File: src/core/brs_pkg.sv
package brs_pkg;

   localparam int BRS_AW = 16;
   localparam int BRS_RW = 2;

   typedef logic [BRS_AW-1:0] brs_word_t;
   typedef logic [BRS_RW-1:0] brs_reg_t;

   // Register offsets on the register port
   localparam brs_reg_t BRS_OFF_LOOP_COUNT = 2'h0;
   localparam brs_reg_t BRS_OFF_START_ADDR = 2'h1;
   localparam brs_reg_t BRS_OFF_END_ADDR   = 2'h2;
   localparam brs_reg_t BRS_OFF_MODE       = 2'h3;

   // Field position of the active flag in the mode status register
   localparam int BRS_ACTIVE_BIT = 0;

   // Values after reset
   localparam brs_word_t BRS_RST_LOOP_COUNT = 16'h0000;
   localparam brs_word_t BRS_RST_START_ADDR = 16'h0000;
   localparam brs_word_t BRS_RST_END_ADDR   = 16'h0000;
   localparam brs_word_t BRS_RST_MODE       = 16'h0000;
   localparam brs_word_t BRS_RD_IDLE        = 16'h0000;

   // Words at the block end during which interrupts are held off
   localparam brs_word_t BRS_DEFER_WORDS = 16'h0002;

   // Word-address equality, used for both the end match and the window
   function automatic logic brs_addr_eq(input brs_word_t a, input brs_word_t b);
      return a == b;
   endfunction

endpackage

File: src/core/brs_match_if.sv
`timescale 1ns/1ps
interface brs_match_if;
   import brs_pkg::*;

   brs_word_t pc;
   brs_word_t end_addr;
   logic      active;
   logic      count_zero;
   logic      match_loop;
   logic      match_exit;
   logic      in_window;

   modport seq (output pc, end_addr, active, count_zero,
                input  match_loop, match_exit, in_window);
   modport cmp (input  pc, end_addr, active, count_zero,
                output match_loop, match_exit, in_window);
endinterface

File: src/core/brs_end_match.sv
`timescale 1ns/1ps
module brs_end_match
   import brs_pkg::*;
(
   brs_match_if.cmp m
);

   brs_word_t win_first;
   logic      at_end;

   // Word compare: second word of a two-word last instruction never matches
   assign win_first  = brs_word_t'(m.end_addr - (BRS_DEFER_WORDS - 16'h0001));
   assign at_end     = m.active & brs_addr_eq(m.pc, m.end_addr);
   assign m.match_loop = at_end & ~m.count_zero;
   assign m.match_exit = at_end & m.count_zero;
   assign m.in_window  = m.active & (brs_addr_eq(m.pc, m.end_addr)
                                     | brs_addr_eq(m.pc, win_first));

endmodule

File: src/core/brs_sequencer.sv
// How it works
// - Loop counter holds 0 to 65,535
// - Repeat-block loads start and end addresses
// - Repeat-block sets the active flag
// - End match, nonzero count: decrement, jump start
// - End match, zero count: clear flag, continue
// - One register set; software saves nested context
// - Active flag is mode bit 0, writable
// - Software clear finishes pass, then falls through
// - Count, start, end registers readable and writable
// - Branches, calls, interrupts keep loop state
// - Loop-back at fetch; call pushes start
// - Word compare; two-word tail gets start
// - Interrupts held during last two words
// - Held interrupt taken at start or past
// - Interrupts outside window taken, loop resumes
// - Single repeats inside block leave state alone
// - Reset clears the active flag
`timescale 1ns/1ps
module brs_sequencer
   import brs_pkg::*;
(
   input  wire logic      i_sys_clk,
   input  wire logic      i_sys_rst,
   input  wire brs_reg_t  i_reg_addr,
   input  wire brs_word_t i_reg_wdata,
   input  wire logic      i_reg_wr,
   input  wire logic      i_reg_rd,
   output logic [15:0]    o_reg_rdata,
   input  wire logic      i_pc_upd,
   input  wire brs_word_t i_pc,
   input  wire logic      i_repeat_block_instr_exec,
   input  wire brs_word_t i_repeat_block_instr_next_addr,
   input  wire brs_word_t i_repeat_block_instr_end_addr,
   output logic           o_redirect,
   output logic [15:0]    o_redirect_addr,
   output logic           o_loop_exit,
   output logic           o_int_defer,
   output logic           o_block_repeat_active
);

   brs_word_t block_loop_count_r;
   brs_word_t block_loop_count_nxt;
   brs_word_t block_start_addr_r;
   brs_word_t block_start_addr_nxt;
   brs_word_t block_end_addr_r;
   brs_word_t block_end_addr_nxt;
   brs_word_t proc_mode_status_r;
   brs_word_t proc_mode_status_nxt;
   brs_word_t rdata_r;
   brs_word_t rdata_nxt;
   brs_word_t redirect_addr_r;
   brs_word_t redirect_addr_nxt;
   logic      redirect_r;
   logic      redirect_nxt;
   logic      loop_exit_r;
   logic      loop_exit_nxt;
   logic      int_defer_r;
   logic      int_defer_nxt;
   logic      active;
   logic      wr_count;
   logic      wr_start;
   logic      wr_end;
   logic      wr_mode;
   logic      do_loop;
   logic      do_exit;
   logic      in_window;

   brs_match_if u_mif ();

   assign active           = proc_mode_status_r[BRS_ACTIVE_BIT];
   assign u_mif.pc         = i_pc;
   assign u_mif.end_addr   = block_end_addr_r;
   assign u_mif.active     = active;
   assign u_mif.count_zero = (block_loop_count_r == BRS_RST_LOOP_COUNT);

   brs_end_match u_match (
      .m (u_mif)
   );

   // Decisions only on a fetch-address update
   assign do_loop   = i_pc_upd & u_mif.match_loop;
   assign do_exit   = i_pc_upd & u_mif.match_exit;
   assign in_window = u_mif.in_window;

   assign wr_count = i_reg_wr & (i_reg_addr == BRS_OFF_LOOP_COUNT);
   assign wr_start = i_reg_wr & (i_reg_addr == BRS_OFF_START_ADDR);
   assign wr_end   = i_reg_wr & (i_reg_addr == BRS_OFF_END_ADDR);
   assign wr_mode  = i_reg_wr & (i_reg_addr == BRS_OFF_MODE);

   // Loop registers
   always_comb begin
      block_loop_count_nxt = block_loop_count_r;
      block_start_addr_nxt = block_start_addr_r;
      block_end_addr_nxt   = block_end_addr_r;
      proc_mode_status_nxt = proc_mode_status_r;
      // Software restore of the count wins over a same-cycle decrement
      if (wr_count) begin
         block_loop_count_nxt = i_reg_wdata;
      end else if (do_loop) begin
         block_loop_count_nxt = brs_word_t'(block_loop_count_r - 16'h0001);
      end
      if (i_repeat_block_instr_exec) begin
         block_start_addr_nxt = i_repeat_block_instr_next_addr;
         block_end_addr_nxt   = i_repeat_block_instr_end_addr;
      end else begin
         if (wr_start) begin
            block_start_addr_nxt = i_reg_wdata;
         end
         if (wr_end) begin
            block_end_addr_nxt = i_reg_wdata;
         end
      end
      if (wr_mode) begin
         proc_mode_status_nxt = i_reg_wdata;
      end else if (do_exit) begin
         proc_mode_status_nxt[BRS_ACTIVE_BIT] = 1'b0;
      end
      // Hardware set wins over a software clear in the same cycle
      if (i_repeat_block_instr_exec) begin
         proc_mode_status_nxt[BRS_ACTIVE_BIT] = 1'b1;
      end
   end

   always_ff @(posedge i_sys_clk) begin
      if (i_sys_rst) begin
         block_loop_count_r <= BRS_RST_LOOP_COUNT;
         block_start_addr_r <= BRS_RST_START_ADDR;
         block_end_addr_r   <= BRS_RST_END_ADDR;
         proc_mode_status_r <= BRS_RST_MODE;
      end else begin
         block_loop_count_r <= block_loop_count_nxt;
         block_start_addr_r <= block_start_addr_nxt;
         block_end_addr_r   <= block_end_addr_nxt;
         proc_mode_status_r <= proc_mode_status_nxt;
      end
   end

   // Fetch redirect and interrupt hold-off
   always_comb begin
      redirect_nxt      = do_loop;
      redirect_addr_nxt = do_loop ? block_start_addr_r : redirect_addr_r;
      loop_exit_nxt     = do_exit;
      // Hold stays until the next fetch leaves the last two words
      int_defer_nxt     = i_pc_upd ? in_window : int_defer_r;
   end

   always_ff @(posedge i_sys_clk) begin
      if (i_sys_rst) begin
         redirect_r      <= 1'b0;
         redirect_addr_r <= BRS_RST_START_ADDR;
         loop_exit_r     <= 1'b0;
         int_defer_r     <= 1'b0;
      end else begin
         redirect_r      <= redirect_nxt;
         redirect_addr_r <= redirect_addr_nxt;
         loop_exit_r     <= loop_exit_nxt;
         int_defer_r     <= int_defer_nxt;
      end
   end

   // Register readback, one cycle after the strobe
   always_comb begin
      rdata_nxt = BRS_RD_IDLE;
      if (i_reg_rd) begin
         unique case (i_reg_addr)
            BRS_OFF_LOOP_COUNT: rdata_nxt = block_loop_count_r;
            BRS_OFF_START_ADDR: rdata_nxt = block_start_addr_r;
            BRS_OFF_END_ADDR:   rdata_nxt = block_end_addr_r;
            BRS_OFF_MODE:       rdata_nxt = proc_mode_status_r;
         endcase
      end
   end

   always_ff @(posedge i_sys_clk) begin
      if (i_sys_rst) begin
         rdata_r <= BRS_RD_IDLE;
      end else begin
         rdata_r <= rdata_nxt;
      end
   end

   // No port for branches, calls or single repeats: they cannot touch loop state
   assign o_reg_rdata           = rdata_r;
   assign o_redirect            = redirect_r;
   assign o_redirect_addr       = redirect_addr_r;
   assign o_loop_exit           = loop_exit_r;
   assign o_int_defer           = int_defer_r;
   assign o_block_repeat_active = proc_mode_status_r[BRS_ACTIVE_BIT];
endmodule

File: config.mk
export PLATFORM = sky130hd
export DESIGN_NAME = brs_sequencer
export DESIGN_NICKNAME = d
export VERILOG_FILES = /design/src/core/brs_pkg.sv /design/src/core/brs_match_if.sv /design/src/core/brs_end_match.sv /design/src/core/brs_sequencer.sv
export SDC_FILE = /design/constraint.sdc
export NUM_CORES = 1
export LEC_CHECK = 0
export BUFFER_PORTS_ARGS = -buffer_cell sky130_fd_sc_hd__buf_2
export CAP_MARGIN = 25
export CORE_MARGIN = 3
export CORE_UTILIZATION = 50
export CTS_CLUSTER_DIAMETER = 50
export DETAILED_ROUTE_END_ITERATION = 8
export GPL_ROUTABILITY_DRIVEN = 0
export GPL_TIMING_DRIVEN = 0
export PLACE_DENSITY = 0.74
export SKIP_LAST_GASP = 1
export SLEW_MARGIN = 30
export SYNTH_ARGS = -nofsm -noshare
export SYNTH_HDL_FRONTEND = slang
export SYNTH_HIERARCHICAL = 1
export SYNTH_SLANG_ARGS = --single-unit
File: constraint.sdc
create_clock -name i_sys_clk -period 3.1 [get_ports i_sys_clk]
set_input_delay 0.465 -clock i_sys_clk [delete_from_list [all_inputs] [get_ports i_sys_clk]]
set_output_delay 0.465 -clock i_sys_clk [all_outputs]
set_load 0.005 [all_outputs]
==> reports/results.txt <==
The run finished with clean final reports. In this run the worst hold path is classified as in -> reg. The tools report the global router's overall resource usage as 25.58%. The synthesized design spends more area on one cell type than any other, namely sky130_fd_sc_hd__dfxtp_1.

For the finished layout, the period the worst path requires is 2965 ps. The tools report the instance area at placement as 5812 sq um. In this run the remaining antenna-violating nets after routing total 0.

Between clock sinks in the finished design, the worst skew comes to 7.611 ps. For this run, the detailed router's first-pass iteration total came to 5. Counting along the longest clock path gives a buffer depth of 2. The logs give 546 for the cell count after synthesis and 6 for the count of synthesis-stage warnings from yosys.

The multiplexer fraction of the synthesized cell area works out to 21.19%. Number of buffers created by CTS: 9. In this run the horizontal extent of the chip is 107.2 microns. Counting flops and latches in the post-synthesis netlist gives 99. Dividing the detail-routed via count by the number of cells gives 5.790. After filler insertion, the fill cell instance count of the layout stands at 848. In this run the core area contains 36 standard-cell rows. For the overall power, the log shows 0.002816 W. Max-cap violations in this run came to 0. After Yosys synthesis, full adders, half adders and majority gates account for 0.4888% of the synthesized area. The run gives 38.71% as the part of the Yosys area used for sequential elements. For this run, the top clock speed supported by timing is 337.3 MHz. The largest driver fanout on the critical path works out to 8. Post-route cell area: 6055 sq um. Final routed wire length divided by cell count: 18.03 microns. For this design the ratio of total power to cell area is 465.1 nW/um^2. The run gives 3250 ps as the data arrival time of the critical path. The core region is 9864 sq um. Among all flip-flop cells after synthesis, the most frequent one is sky130_fd_sc_hd__dfxtp_1. The final hold violation count was 0.

Measured against its own limit, the worst slew margin works out to 40.21%. 108 I/O pins were placed. The total half-perimeter wirelength after legalization and detailed placement came out at 11040 microns. The area of the die is 11490 sq um. Once the floorplan was initialized, standard cells occupied 51.90% of the core. Buffers inserted to repair hold after CTS numbered 0.

The total number of nets in the final design was 736; the via count of the first global-routing pass was 4547. After layout, the worst path uses 95.64% of the clock period. The share of synthesized cell area in and, or, nand and nor gates came out at 20.94%. Summing the areas of all compound-gate instances in the mapped netlist gives 9.262% of the synthesized area. Setup violations remaining at the end of the flow were counted as 0. The number of antenna violations at the first check in global routing came out at 0. The combined area of all synthesized cells came out at 5120 sq um. The critical path capture point type is a flip-flop.

STA classifies the critical path startpoint as a flip-flop. Ranked by total cell area, the synthesized netlist is headed by sky130_fd_sc_hd__dfxtp_1 (39%), sky130_fd_sc_hd__mux2i_1 (7.0%), sky130_fd_sc_hd__mux2_2 (7.0%). The sum of overflow across all layers after global routing is 0.

The die height came out at 107.2 microns. Port buffering added 105 buffers. TritonCTS built the clock tree.

Synthesis produced a netlist with a net count of 620. The run gives 0 as the count of final max-slew check failures. The clock-pin slew of the registers on the worst-case setup and hold paths is 90 ps.

Total leakage power: 2.502 nW. The detailed router finished its first iteration with 331 violations. The xor-xnor portion of the synthesized cell area was 5.645%; the global-route wire length before repair was 22890 microns.

Setup repair after global routing left no endpoint under its margin. The overall routed net length was 14420 microns. Area share of the largest cell type after synthesis: 38.71%. The worst setup path category was reg -> reg. The tools report the H-tree level count as 3.

Pin count of the biggest net entering global routing: 16. Clock tree synthesis selected as its root buffer the cell sky130_fd_sc_hd__clkbuf_8. STA puts the critical path data required time at 3390 ps. The repair_antennas step left the layout with diodes totalling 0. Synthesis instantiated 55 different standard cells from the library.

The dominant combinational cell family by area after synthesis is multiplexers. At the pin with the least slew margin, the transition time is 896.8 ps. The fraction of final layout cells sized beyond drive strength 1 was 29.24%. The number of flops mapped to enable cells by yosys is 0. The maximum resistive drop on vdd is 0.2806 mV, and the post-synthesis to final-layout area growth is 18.26%. A synthesized cell averages 9.377 sq um.

Across all layers, the routed design uses 4632 vias. After synthesis, the share of flip-flops with an asynchronous set or reset is 0%. For this design, the sink count on the clock tree is 99.

Clock latency on the worst-skew pair, taken at its later pin, is 370 ps. For this run, design rule violations remaining after detail routing come to 0.
[cell usage after synthesis (3+ instances only)]
| cell type | n |
|---|---|
| sky130_fd_sc_hd__dfxtp_1 | 99 |
| sky130_fd_sc_hd__nand2_1 | 68 |
| sky130_fd_sc_hd__nor2_1 | 60 |
| sky130_fd_sc_hd__mux2i_1 | 36 |
| sky130_fd_sc_hd__a21oi_1 | 35 |
| sky130_fd_sc_hd__mux2_2 | 32 |
| sky130_fd_sc_hd__xnor2_1 | 25 |
| sky130_fd_sc_hd__clkbuf_1 | 22 |
| sky130_fd_sc_hd__nor2b_1 | 17 |
| sky130_fd_sc_hd__mux4_2 | 15 |
| sky130_fd_sc_hd__nor4_1 | 11 |
| sky130_fd_sc_hd__a211oi_1 | 10 |
| sky130_fd_sc_hd__xor2_1 | 8 |
| sky130_fd_sc_hd__nand4_1 | 7 |
| sky130_fd_sc_hd__nor3_1 | 7 |
| sky130_fd_sc_hd__buf_2 | 6 |
| sky130_fd_sc_hd__inv_1 | 6 |
| sky130_fd_sc_hd__nand3_1 | 6 |
| sky130_fd_sc_hd__buf_1 | 5 |
| sky130_fd_sc_hd__o31ai_1 | 5 |
| sky130_fd_sc_hd__a311oi_1 | 3 |
| sky130_fd_sc_hd__and3_1 | 3 |
| sky130_fd_sc_hd__buf_6 | 3 |
| sky130_fd_sc_hd__nand2b_1 | 3 |
| sky130_fd_sc_hd__nand3b_1 | 3 |
| sky130_fd_sc_hd__o21ai_0 | 3 |
| sky130_fd_sc_hd__or2_2 | 3 |
| sky130_fd_sc_hd__or3_1 | 3 |
| sky130_fd_sc_hd__or4_1 | 3 |
| sky130_fd_sc_hd__or4_4 | 3 |
[placed cells by master, fill, tap and decap left out, drive strengths merged, types with 3 or more instances in the layout]
master	count
a211oi	12
a21oi	35
a311oi	3
and3	3
buf	118
clkbuf	36
dfxtp	99
inv	6
mux2	32
mux2i	36
mux4	16
nand2	68
nand2b	3
nand3	6
nand3b	3
nand4	7
nor2	60
nor2b	17
nor3	9
nor4	12
o21ai	3
o31ai	6
or2	3
or3	4
or4	6
xnor2	25
xor2	8
[where the power goes]
part / total (W) / switching [W] / internal (W)
clock: 0.000943 / 0.000446 / 0.000498
sequential: 0.00139 / 0.0000625 / 0.00132
combinational: 0.000487 / 0.000252 / 0.000235
[critical path: stages (launching register included)]
cell and delay [ps]:
sky130_fd_sc_hd__dfxtp_1 510, sky130_fd_sc_hd__xnor2_1 220, sky130_fd_sc_hd__nand4_1 120, sky130_fd_sc_hd__nor4_1 340
sky130_fd_sc_hd__nand4_1 320, sky130_fd_sc_hd__nor2_4 250, sky130_fd_sc_hd__and3_1 260, sky130_fd_sc_hd__nand3_1 210
sky130_fd_sc_hd__or3_1 390, sky130_fd_sc_hd__a311oi_1 270
[cells by family after synthesis]
kind of cell,after synthesis
AO/OA/AOI/OAI,71
flip-flops,99
AND/OR/NAND/NOR,214
XOR/XNOR,33
multiplexers,84
buffers and inverters,43
adder cells (fa/ha/maj),2
[per-stage QoR]
stage / setup WS, ps / hold slack, ps / util [%] / setup TNS [ps] / std cells
3_5_place_dp: -145.8 / 443.0 / 58.92 / -1515 / 784
3_3_place_gp: -81.13 / 438.0 / 58.92 / -742.3 / 784
6_report: 135.2 / 324.4 / 61.38 / 0 / 800
2_1_floorplan: 566.5 / 431.8 / - / 0 / 546
5_1_grt: 1.411 / 329.5 / 61.38 / 0 / 800
4_1_cts: 75.19 / 324.1 / 61.25 / 0 / 800
[repair_timing]
action                     in CTS  in global routing
setup endpoints to repair       2                 13
buffers inserted                0                  0
gates resized for setup         1                  3
[cell type report]
cell class / count / area [sq um] / share of cell area [%]
sequential: 99 / 1982 / 32.73
clock inverter: 4 / 72.57 / 1.199
timing repair buffer: 105 / 525.5 / 8.679
multi-input combinational: 404 / 2959 / 48.87
clock buffer: 12 / 155.1 / 2.563
buffer: 37 / 171.4 / 2.831
tap: 133 / 166.4 / 2.749
inverter: 6 / 22.52 / 0.3720
[layer usage]
layer	GRT usage, %	routed length (microns)	vias up	share of wire [%]
met5	0	0	-	0
met4	10.59	342	0	2.4
met3	4.877	1147	38	8.0
met2	41.24	6779	225	47
met1	33.62	6151	2193	43
li1	-	-	2176	-
[state kept, by name, indices dropped and copies added (netlist names)]
signal              cells
o_loop_exit             1
o_redirect              1
block_loop_count_r     16
proc_mode_status_r     16
o_redirect_addr        16
block_start_addr_r     16
block_end_addr_r       16
o_int_defer             1
o_reg_rdata            16
[final timing paths]
check,start,endpoint,slack (ps),cells past startpoint
worst max-delay path,block_end_addr_r[3],block_loop_count_r[14],140,9
worst min-delay path,i_repeat_block_instr_next_addr[15],block_start_addr_r[15],320,3
worst min register to register,o_redirect_addr[15],o_redirect_addr[15],450,2
worst max register to register,block_end_addr_r[3],block_loop_count_r[14],140,9
Power figures use the tool's default switching activity.
